$ cat src/time_prop_pkg.sv
// shared constants, field layouts and types of the time-proportioning output
package time_prop_pkg;

  // ----------------------------------------------------------------------
  // register byte offsets
  // ----------------------------------------------------------------------
  localparam logic [7:0] REG_CTRL = 8'h00;
  localparam logic [7:0] REG_REQ = 8'h04;
  localparam logic [7:0] REG_PERIOD = 8'h08;
  localparam logic [7:0] REG_LOW = 8'h0c;
  localparam logic [7:0] REG_HIGH = 8'h10;
  localparam logic [7:0] REG_STATUS = 8'h14;

  // ----------------------------------------------------------------------
  // field positions
  // ----------------------------------------------------------------------
  localparam int unsigned CTRL_VAR_BIT = 0;
  localparam int unsigned CTRL_RELAY_BIT = 1;
  localparam int unsigned REQ_DIG_BIT = 16;
  localparam int unsigned REQ_ON_BIT = 17;
  localparam int unsigned STAT_OUT_BIT = 16;
  localparam int unsigned STAT_STATE_LSB = 20;

  // ----------------------------------------------------------------------
  // value limits and reset values (percent and seconds in tenths)
  // ----------------------------------------------------------------------
  localparam logic [9:0] PCT_FULL = 10'h3e8;
  localparam logic [9:0] PERIOD_SSR_MIN = 10'h001;
  localparam logic [9:0] PERIOD_RELAY_MIN = 10'h032;
  localparam logic [9:0] PERIOD_MAX = 10'h258;
  localparam logic [9:0] PERIOD_RST = 10'h032;
  localparam logic [9:0] LOW_RST = 10'h000;
  localparam logic [9:0] HIGH_RST = 10'h3e8;
  localparam logic [15:0] MS_PER_TENTH = 16'h0064;
  localparam logic [1:0] GROUP_LAST = 2'h2;

  // ----------------------------------------------------------------------
  // timing: the fixed time base is counted in millisecond steps
  // ----------------------------------------------------------------------
  localparam int unsigned CLOCK_NS = 50;
  localparam int unsigned MS_NS = 1000000;
  localparam int unsigned MS_CYCLES = (MS_NS + CLOCK_NS - 1) / CLOCK_NS;

  // ----------------------------------------------------------------------
  // types
  // ----------------------------------------------------------------------
  typedef struct packed {
    logic var_mode;
    logic relay;
    logic [9:0] period;
    logic [9:0] low;
    logic [9:0] high;
  } config_type;

  typedef struct packed {
    logic digital;
    logic on;
    logic [9:0] pct;
  } request_type;

  typedef enum logic [2:0] {
    ST_HOLD = 3'h1,
    ST_FIXED = 3'h2,
    ST_VAR = 3'h4
  } drive_state_type;

endpackage

$ cat src/power_scaler.sv
// linear power scaling between the low and high power limits
module power_scaler (
  input wire logic clock,
  input wire logic rst_n,
  input wire logic [9:0] pct,
  input wire logic [9:0] low,
  input wire logic [9:0] high,
  output logic [9:0] scaled
);

  // ----------------------------------------------------------------------
  // interpolation
  // ----------------------------------------------------------------------
  logic [9:0] scaled_ff;
  logic [9:0] nxt_scaled;
  logic signed [11:0] span;
  logic signed [23:0] prod;
  logic signed [23:0] step;
  logic signed [11:0] sum;

  // signed span times percent; division truncates toward zero
  assign span = $signed({2'h0, high}) - $signed({2'h0, low});
  assign prod = 24'(span) * $signed({14'h0000, pct});
  assign step = prod / 24'sd1000;
  // ends land exactly on low and high, never outside them
  assign sum = $signed({2'h0, low}) + 12'(step);
  assign nxt_scaled = sum[9:0];

  always_ff @(posedge clock or negedge rst_n) begin
    if (!rst_n) begin
      scaled_ff <= 10'h000;
    end else begin
      scaled_ff <= nxt_scaled;
    end
  end

  assign scaled = scaled_ff;

  // ----------------------------------------------------------------------
  // checks
  // ----------------------------------------------------------------------
  a_zero_to_low: assert property (@(posedge clock)
    disable iff (!rst_n) pct == 10'h000 |=> scaled == $past(low))
    else $error("zero percent did not give the low limit");
  a_full_to_high: assert property (@(posedge clock)
    disable iff (!rst_n) pct == 10'h3e8 |=> scaled == $past(high))
    else $error("full percent did not give the high limit");
  a_scale_between: assert property (@(posedge clock)
    disable iff (!rst_n) pct <= 10'h3e8
    |=> (scaled >= $past(low) || scaled >= $past(high))
      && (scaled <= $past(low) || scaled <= $past(high)))
    else $error("scaled power outside the two limits");

endmodule

$ cat src/time_proportioning_output.sv
// time-proportioning output driver with register port and line-cycle input
//
// What this block does
// a digital off or 0 percent request holds the output off, a digital on or 100 percent holds it on.
// between the extremes the output is switched so its average on time matches the power.
// fixed time base mode is on for the power fraction of each configured period, then off, repeating.
// variable time base mode switches on whole line cycles, at most every three cycles.
// solid-state outputs take a fixed period of 0.1 to 60.0 seconds, used only in fixed mode.
// relay outputs use only the fixed time base, with a period of 5.0 to 60.0 seconds.
// a 0 percent request maps to the low power limit.
// a 100 percent request maps to the high power limit.
// requests in between are interpolated linearly between the two limits.
// both limits are held from 0.0 to 100.0 percent in tenths.
// software should not pick the variable time base for relays or awkward loads.
// a new scaled duty is taken only at the start of a period or cycle group.
//
// Added by the designer: the plain strobed port and the register addresses.
module time_proportioning_output #(
  parameter int unsigned ms_cycles = time_prop_pkg::MS_CYCLES
) (
  input wire logic clock,
  input wire logic rst_n,
  input wire logic [7:0] addr,
  input wire logic [31:0] wdata,
  input wire logic wr_en,
  input wire logic rd_en,
  output logic [31:0] rdata,
  input wire logic line_sync,
  output logic load_on
);

  // ----------------------------------------------------------------------
  // clamping helpers
  // ----------------------------------------------------------------------
  // percentages above full scale are cut to full scale
  function automatic logic [9:0] clamp_pct(input logic [9:0] v);
    clamp_pct = (v > time_prop_pkg::PCT_FULL) ? time_prop_pkg::PCT_FULL : v;
  endfunction

  // the lower period bound depends on the output type
  function automatic logic [9:0] clamp_period(input logic [9:0] v,
                                              input logic relay);
    logic [9:0] lo;
    lo = relay ? time_prop_pkg::PERIOD_RELAY_MIN
               : time_prop_pkg::PERIOD_SSR_MIN;
    if (v < lo) begin
      clamp_period = lo;
    end else if (v > time_prop_pkg::PERIOD_MAX) begin
      clamp_period = time_prop_pkg::PERIOD_MAX;
    end else begin
      clamp_period = v;
    end
  endfunction

  // ----------------------------------------------------------------------
  // registers and declarations
  // ----------------------------------------------------------------------
  time_prop_pkg::config_type cfg_ff, nxt_cfg;
  time_prop_pkg::request_type req_ff, nxt_req;
  time_prop_pkg::drive_state_type state_ff, nxt_state, want_state;
  logic [31:0] rdata_ff, nxt_rdata, status_word;
  logic sync1_ff, sync2_ff, sync3_ff;
  logic [15:0] ms_div_ff, nxt_ms_div, ms_cnt_ff, nxt_ms_cnt;
  logic [15:0] per_ms_ff, eff_per_ms;
  logic [9:0] duty_ff, eff_period, acc_ff, scaled;
  logic [1:0] line_cnt_ff, nxt_line_cnt;
  logic [10:0] acc_sum;
  logic burst_ff, out_ff, nxt_out;
  logic wr_ctrl, wr_req, wr_period, wr_low, wr_high;
  logic hold_req, hold_level, var_eff, ms_tick, period_end;
  logic line_edge, group_end, start_fixed, start_group, fixed_on;
  logic [25:0] on_thresh, pos_scaled;

  // ----------------------------------------------------------------------
  // register port decode
  // ----------------------------------------------------------------------
  assign wr_ctrl = wr_en && addr == time_prop_pkg::REG_CTRL;
  assign wr_req = wr_en && addr == time_prop_pkg::REG_REQ;
  assign wr_period = wr_en && addr == time_prop_pkg::REG_PERIOD;
  assign wr_low = wr_en && addr == time_prop_pkg::REG_LOW;
  assign wr_high = wr_en && addr == time_prop_pkg::REG_HIGH;

  // configuration next value; period, low and high writes store a clamped field
  always_comb begin
    nxt_cfg = cfg_ff;
    if (wr_ctrl) begin
      nxt_cfg.var_mode = wdata[time_prop_pkg::CTRL_VAR_BIT];
      nxt_cfg.relay = wdata[time_prop_pkg::CTRL_RELAY_BIT];
    end
    if (wr_period) begin
      nxt_cfg.period = clamp_period(wdata[9:0], cfg_ff.relay);
    end
    if (wr_low) begin
      nxt_cfg.low = clamp_pct(wdata[9:0]);
    end
    if (wr_high) begin
      nxt_cfg.high = clamp_pct(wdata[9:0]);
    end
  end

  // request next value; a wide percent field would wrap, so it is clamped
  always_comb begin
    nxt_req = req_ff;
    if (wr_req) begin
      nxt_req.digital = wdata[time_prop_pkg::REQ_DIG_BIT];
      nxt_req.on = wdata[time_prop_pkg::REQ_ON_BIT];
      nxt_req.pct = clamp_pct(wdata[9:0]);
    end
  end

  // status shows scaled power, output level and drive state
  assign status_word = {9'h000, state_ff, 3'h0, out_ff, 6'h00, scaled};

  // read data stand one cycle only; unmapped addresses read as zero
  always_comb begin
    nxt_rdata = 32'h0000_0000;
    if (rd_en) begin
      case (addr)
        time_prop_pkg::REG_CTRL: begin
          nxt_rdata = {30'h0000_0000, cfg_ff.relay, cfg_ff.var_mode};
        end
        time_prop_pkg::REG_REQ: begin
          nxt_rdata = {14'h0000, req_ff.on, req_ff.digital, 6'h00,
                       req_ff.pct};
        end
        time_prop_pkg::REG_PERIOD: begin
          nxt_rdata = {22'h00_0000, cfg_ff.period};
        end
        time_prop_pkg::REG_LOW: begin
          nxt_rdata = {22'h00_0000, cfg_ff.low};
        end
        time_prop_pkg::REG_HIGH: begin
          nxt_rdata = {22'h00_0000, cfg_ff.high};
        end
        time_prop_pkg::REG_STATUS: begin
          nxt_rdata = status_word;
        end
        default: begin
          nxt_rdata = 32'h0000_0000;
        end
      endcase
    end
  end

  always_ff @(posedge clock or negedge rst_n) begin
    if (!rst_n) begin
      cfg_ff <= '{var_mode: 1'b0, relay: 1'b0,
                  period: time_prop_pkg::PERIOD_RST,
                  low: time_prop_pkg::LOW_RST,
                  high: time_prop_pkg::HIGH_RST};
      req_ff <= '{digital: 1'b0, on: 1'b0, pct: 10'h000};
      rdata_ff <= 32'h0000_0000;
    end else begin
      cfg_ff <= nxt_cfg;
      req_ff <= nxt_req;
      rdata_ff <= nxt_rdata;
    end
  end

  // ----------------------------------------------------------------------
  // power scaling
  // ----------------------------------------------------------------------
  // one cycle of latency between request and scaled power
  power_scaler scaler (
    .clock(clock),
    .rst_n(rst_n),
    .pct(req_ff.pct),
    .low(cfg_ff.low),
    .high(cfg_ff.high),
    .scaled(scaled)
  );

  // ----------------------------------------------------------------------
  // line-cycle input
  // ----------------------------------------------------------------------
  // the pin is asynchronous; the edge is taken between stages two and three
  always_ff @(posedge clock or negedge rst_n) begin
    if (!rst_n) begin
      sync1_ff <= 1'b0;
      sync2_ff <= 1'b0;
      sync3_ff <= 1'b0;
    end else begin
      sync1_ff <= line_sync;
      sync2_ff <= sync1_ff;
      sync3_ff <= sync2_ff;
    end
  end

  assign line_edge = sync2_ff && !sync3_ff;

  // ----------------------------------------------------------------------
  // drive state
  // ----------------------------------------------------------------------
  // extremes bypass the time base and apply at once
  assign hold_req = req_ff.digital || req_ff.pct == 10'h000
                    || req_ff.pct >= time_prop_pkg::PCT_FULL;
  assign hold_level = req_ff.digital ? req_ff.on
                      : req_ff.pct >= time_prop_pkg::PCT_FULL;
  // a relay output never starts the variable time base
  assign var_eff = cfg_ff.var_mode && !cfg_ff.relay;
  assign want_state = hold_req ? time_prop_pkg::ST_HOLD
                      : var_eff ? time_prop_pkg::ST_VAR
                      : time_prop_pkg::ST_FIXED;

  // a change between time bases waits for the running period or group to end
  always_comb begin
    case (state_ff)
      time_prop_pkg::ST_HOLD: begin
        nxt_state = want_state;
      end
      time_prop_pkg::ST_FIXED: begin
        nxt_state = (hold_req || period_end) ? want_state : state_ff;
      end
      time_prop_pkg::ST_VAR: begin
        nxt_state = (hold_req || group_end) ? want_state : state_ff;
      end
      default: begin
        nxt_state = time_prop_pkg::ST_HOLD;
      end
    endcase
  end

  assign start_fixed = nxt_state == time_prop_pkg::ST_FIXED
                       && (state_ff != time_prop_pkg::ST_FIXED || period_end);
  assign start_group = nxt_state == time_prop_pkg::ST_VAR
                       && (state_ff != time_prop_pkg::ST_VAR || group_end);

  // ----------------------------------------------------------------------
  // fixed time base
  // ----------------------------------------------------------------------
  // the period is clamped again at use, in case the type changed
  assign eff_period = clamp_period(cfg_ff.period, cfg_ff.relay);
  assign eff_per_ms = 16'({6'h00, eff_period} * time_prop_pkg::MS_PER_TENTH);
  assign ms_tick = ms_div_ff >= 16'(ms_cycles - 1);
  assign period_end = ms_tick && ms_cnt_ff >= per_ms_ff - 16'h0001;
  assign nxt_ms_div = (start_fixed || ms_tick) ? 16'h0000
                      : ms_div_ff + 16'h0001;
  assign nxt_ms_cnt = start_fixed ? 16'h0000
                      : ms_tick ? ms_cnt_ff + 16'h0001 : ms_cnt_ff;

  // on while elapsed/period is below duty/1000, off for the rest
  assign on_thresh = {10'h000, per_ms_ff} * {16'h0000, duty_ff};
  assign pos_scaled = {10'h000, ms_cnt_ff} * 26'h00003e8;
  assign fixed_on = pos_scaled < on_thresh;

  // period length and duty are latched only as a period begins
  always_ff @(posedge clock or negedge rst_n) begin
    if (!rst_n) begin
      ms_div_ff <= 16'h0000;
      ms_cnt_ff <= 16'h0000;
      per_ms_ff <= 16'h0001;
      duty_ff <= 10'h000;
    end else begin
      ms_div_ff <= nxt_ms_div;
      ms_cnt_ff <= nxt_ms_cnt;
      per_ms_ff <= start_fixed ? eff_per_ms : per_ms_ff;
      duty_ff <= start_fixed ? scaled : duty_ff;
    end
  end

  // ----------------------------------------------------------------------
  // variable time base
  // ----------------------------------------------------------------------
  // three line cycles per group, each group wholly on or off
  assign group_end = line_edge && line_cnt_ff == time_prop_pkg::GROUP_LAST;
  assign nxt_line_cnt = start_group ? 2'h0
                        : line_edge ? line_cnt_ff + 2'h1 : line_cnt_ff;
  // the residue carries over, so the long-run average is exact
  assign acc_sum = {1'b0, acc_ff} + {1'b0, scaled};

  always_ff @(posedge clock or negedge rst_n) begin
    if (!rst_n) begin
      line_cnt_ff <= 2'h0;
      acc_ff <= 10'h000;
      burst_ff <= 1'b0;
    end else begin
      line_cnt_ff <= nxt_line_cnt;
      if (start_group) begin
        burst_ff <= acc_sum >= {1'b0, time_prop_pkg::PCT_FULL};
        acc_ff <= (acc_sum >= {1'b0, time_prop_pkg::PCT_FULL})
                  ? 10'(acc_sum - {1'b0, time_prop_pkg::PCT_FULL})
                  : acc_sum[9:0];
      end
    end
  end

  // ----------------------------------------------------------------------
  // output
  // ----------------------------------------------------------------------
  // output follows the state with one cycle of register delay
  assign nxt_out = (state_ff == time_prop_pkg::ST_HOLD) ? hold_level
                   : (state_ff == time_prop_pkg::ST_FIXED) ? fixed_on
                   : burst_ff;

  always_ff @(posedge clock or negedge rst_n) begin
    if (!rst_n) begin
      state_ff <= time_prop_pkg::ST_HOLD;
      out_ff <= 1'b0;
    end else begin
      state_ff <= nxt_state;
      out_ff <= nxt_out;
    end
  end

  assign rdata = rdata_ff;
  assign load_on = out_ff;

  // ----------------------------------------------------------------------
  // checks
  // ----------------------------------------------------------------------
  a_off_request: assert property (@(posedge clock)
    disable iff (!rst_n) (hold_req && !hold_level)[*3] |-> !out_ff)
    else $error("output not off under an off request");
  a_on_request: assert property (@(posedge clock)
    disable iff (!rst_n) (hold_req && hold_level)[*3] |-> out_ff)
    else $error("output not on under a full request");
  a_period_starts_on: assert property (@(posedge clock)
    disable iff (!rst_n) state_ff == time_prop_pkg::ST_FIXED
    && ms_cnt_ff == 16'h0000 && duty_ff != 10'h000 |=> out_ff)
    else $error("fixed period did not begin on");
  a_zero_duty_off: assert property (@(posedge clock)
    disable iff (!rst_n)
    state_ff == time_prop_pkg::ST_FIXED && duty_ff == 10'h000 |=> !out_ff)
    else $error("zero duty drove the output on");
  a_period_restart: assert property (@(posedge clock)
    disable iff (!rst_n)
    start_fixed |=> ms_cnt_ff == 16'h0000 && per_ms_ff == $past(eff_per_ms))
    else $error("fixed period did not restart");
  // relay is judged at the start edge, where the period length was chosen
  a_period_bounds: assert property (@(posedge clock)
    disable iff (!rst_n) start_fixed && cfg_ff.relay
    |=> per_ms_ff >= 16'h1388 && per_ms_ff <= 16'hea60)
    else $error("relay period outside its range");
  a_ssr_bounds: assert property (@(posedge clock)
    disable iff (!rst_n)
    start_fixed |=> per_ms_ff >= 16'h0064 && per_ms_ff <= 16'hea60)
    else $error("fixed period outside its range");
  a_var_group_run: assert property (@(posedge clock)
    disable iff (!rst_n) state_ff == time_prop_pkg::ST_VAR && !start_group
    |=> $stable(burst_ff) && $stable(acc_ff))
    else $error("variable output switched inside a group");
  a_relay_no_var: assert property (@(posedge clock)
    disable iff (!rst_n) cfg_ff.relay && state_ff != time_prop_pkg::ST_VAR
    |=> state_ff != time_prop_pkg::ST_VAR)
    else $error("relay output entered the variable time base");
  a_duty_held: assert property (@(posedge clock)
    disable iff (!rst_n) state_ff == time_prop_pkg::ST_FIXED && !start_fixed
    |=> $stable(duty_ff))
    else $error("duty changed inside a running period");
  a_limit_range: assert property (@(posedge clock)
    disable iff (!rst_n)
    wr_low || wr_high |=> cfg_ff.low <= 10'h3e8 && cfg_ff.high <= 10'h3e8)
    else $error("power limit stored above full scale");

  c_period_end: cover property (@(posedge clock) disable iff (!rst_n)
    state_ff == time_prop_pkg::ST_FIXED && period_end);
  c_var_burst: cover property (@(posedge clock) disable iff (!rst_n)
    state_ff == time_prop_pkg::ST_VAR && start_group && !burst_ff);
  c_hold_on: cover property (@(posedge clock) disable iff (!rst_n)
    state_ff == time_prop_pkg::ST_HOLD && out_ff);

endmodule

$ cat config.mk
export PLATFORM = sky130hd
export DESIGN_NAME = time_proportioning_output
export DESIGN_NICKNAME = d
export VERILOG_FILES = /design/src/time_prop_pkg.sv /design/src/power_scaler.sv /design/src/time_proportioning_output.sv
export SDC_FILE = /design/constraint.sdc
export NUM_CORES = 1
export LEC_CHECK = 0
export BUFFER_PORTS_ARGS = -buffer_cell sky130_fd_sc_hd__buf_2
export CORE_UTILIZATION = 28
export DETAILED_ROUTE_END_ITERATION = 12
export PLACE_DENSITY = 0.49
export SYNTH_ARGS = -nofsm -noshare
export SYNTH_HDL_FRONTEND = slang
export SYNTH_SLANG_ARGS = --single-unit
$ cat constraint.sdc
create_clock -name clock -period 37.5 [get_ports clock]
set_clock_uncertainty 0.1 [all_clocks]
set_input_delay 11.25 -clock clock [delete_from_list [all_inputs] [get_ports clock]]
set_output_delay 11.25 -clock clock [all_outputs]
set_load 0.01 [all_outputs]
==> impl_metrics.json <==
{
  "rsz0062_at_grt": "false",
  "start_kind": "register",
  "fmax_ghz": 0.0470,
  "fillCellCount": 9323,
  "placement.io_buffers": 40,
  "status": "complete, no violations",
  "drive_gt1_frac": 0.0621,
  "cts_buffers": 17,
  "cp_max_fo": 11,
  "grt_util_met3": 0.0232,
  "timing.final.crit_share": 0.567,
  "grt_max_degree": 67,
  "slew_headroom": 0.259,
  "routed_wl_um": 59700,
  "fin_setup_tns_ps": 0,
  "clkTransAtPathRegs_ps": 70,
  "fin_crit_ps": 21250,
  "die_area_mm2": 0.0895,
  "worst_pin_slew_ps": 1100,
  "place.gp.congestion": 0.788,
  "hp-class": "reg -> reg",
  "grt_pass1_vias": 19700,
  "post_cts_resized": 0,
  "crit_path_end_kind": "register",
  "cts.sinks": 146,
  "ctsLongestPathBuffers": 2,
  "reg2regPathDepth": 72,
  "maxCapViolations": 0,
  "area_delta_synth_final_pct": 7.64,
  "via_per_inst": 4.73,
  "drv_slew": 0,
  "ys_async_sr_fraction": 1.00,
  "crit_top_cell": "a21oi_1",
  "synth_edf_count": 0,
  "final_cell_area_mm2": 0.0266,
  "syn-mean-instance-area_um2": 8.67,
  "busiest_layer": "met2",
  "grt_use_total": 0.138,
  "place_hpwl_um": 49300,
  "synthCells": 2853,
  "clkLatencyLatePin_ps": 460,
  "yosysSeqAreaShare": 0.148,
  "layout.nets": 3430,
  "initial_core_util": 0.284,
  "cp.required_ps": 37770,
  "hold_depth": 0,
  "setup_viol": 0,
  "holdBufCountCts": 0,
  "synth_top_cell_area_share": 0.217,
  "ant_nets": 0,
  "synth.most_common_cell": "inv_1",
  "cts_root_buf": "clkbuf_16",
  "ys_ff_latch": 146,
  "ys_warn_count": 0,
  "met1_usage": 0.172,
  "post_cts_buffers": 0,
  "tritoncts": "done",
  "yosys.area.top_type": "fa_1",
  "ys_top_cells_by_count": "inv_1, nand2_1, ha_1, fa_1, and2_1",
  "grt_pass1_wl_um": 101000,
  "worstSetupPathType": "reg -> reg",
  "row_count": 108,
  "hold_viol_final": 0,
  "synth-main-ff-cell": "dfrtp_1",
  "drc": 0,
  "worstPathArrival_ps": 21530,
  "netlist_top_cells_area": "fa_1, ha_1, dfrtp_1",
  "drt_iter0_markers": 832,
  "slowest_delay_ps": 780,
  "core_area_mm2": 0.0872,
  "ios": 78,
  "cpMaxStageDelayCell": "a21oi_1",
  "routedWlPerCell_um": 14.9,
  "antenna_found_initial": 9,
  "vias": 19000,
  "placed_area_mm2": 0.0261,
  "dieWidth_um": 299,
  "grt.overflow.total": 0,
  "gr-usage-met2": 0.245,
  "drtPass1Iterations": 4,
  "die_h_um": 299,
  "synth.distinct_cells": 104,
  "h-tree-depth": 4,
  "synth_area_mm2": 0.0247
}
-- routing by layer --
layer,wire [µm],vias up
li1,-,9483
met1,27200,9208
met3,1980,75
met5,97,-
met2,29400,175
met4,1080,14
-- worst max-delay path: cells and delay by family (launching register included) --
family                   cells  cell delay [ps]
AO/OA/AOI/OAI               32             9600
XOR/XNOR                     5             1340
adder cells (fa/ha/maj)     10             4160
buffers and inverters        6              400
flip-flops                   1              400
multiplexers                 3             1150
AND/OR/NAND/NOR             16             3990
-- through the flow --
stage | cells | util | hold WS (ps) | setup slack (ps)
3_3_place_gp | 3975 | 0.299 | 233 | 16130
4_1_cts | 4007 | 0.305 | 258 | 16040
6_report | 4008 | 0.306 | 254 | 16250
2_1_floorplan | 2870 | - | 231 | 19720
5_1_grt | 4008 | 0.306 | 268 | 14130
3_5_place_dp | 3975 | 0.299 | 247 | 16150
-- final timing paths --
path                                              end  slack [ps]                   from
max reg2reg                scaler.scaled[9]$_DFF_PN0_       16250  cfg_ff[0]$_DFFE_PN0P_
min                                sync2_ff$_DFF_PN0_         250     sync1_ff$_DFF_PN0_
max                        scaler.scaled[9]$_DFF_PN0_       16250  cfg_ff[0]$_DFFE_PN0P_
min reg2reg                        sync2_ff$_DFF_PN0_         250     sync1_ff$_DFF_PN0_
max in group asynchronous      cfg_ff[24]$_DFFE_PN1P_       24970                  rst_n
min in group asynchronous    ms_cnt_ff[7]$_DFFE_PN0N_       10590                  rst_n
-- sequential cells by signal (all words and copies together) (netlist names), 2 cells and up --
register and count:
duty_ff 10, ms_div_ff 16, state_ff 3, req_ff 12
per_ms_ff 15, scaler.scaled 10, ms_cnt_ff 16, line_cnt_ff 2
acc_ff 10, cfg_ff 32, rdata 15
-- layout by cell type (no fill, tap or decap), drive strengths merged, types with 24 or more instances in the layout --
cell type  instances
inv              397
nand2            323
ha               278
fa               268
and2             147
a21oi            143
nor2             136
dfrtp            135
xnor2            132
o21ai            123
xor2              66
nand3             57
buf               52
nor3              45
a21o              41
mux2              32
nor2b             31
nand2b            31
o21bai            28
nor4              24
-- area by class of cell --
cell class / instances / area (µm²) / share of cell area
Sequential cell: 146 / 3670 / 0.138
Clock buffer: 18 / 429 / 0.0161
Antenna cell: 1 / 2.50 / 0.0000940
Timing Repair Buffer: 52 / 297 / 0.0111
Tap cell: 1155 / 1450 / 0.0543
Inverter: 390 / 1460 / 0.0550
Clock inverter: 14 / 123 / 0.00460
Multi-Input combinational cell: 2232 / 19200 / 0.721
-- logic make-up after synthesis --
kind of cell / synth area share
AO/OA/AOI/OAI: 0.142
XOR/XNOR: 0.0710
adder cells (fa/ha/maj): 0.359
buffers and inverters: 0.0783
flip-flops: 0.148
multiplexers: 0.0242
other: 0.000152
AND/OR/NAND/NOR: 0.177
Power is left out: the tool's default activity adds up to more than one toggle a clock period on the data nets, which glitch-free logic cannot reach.
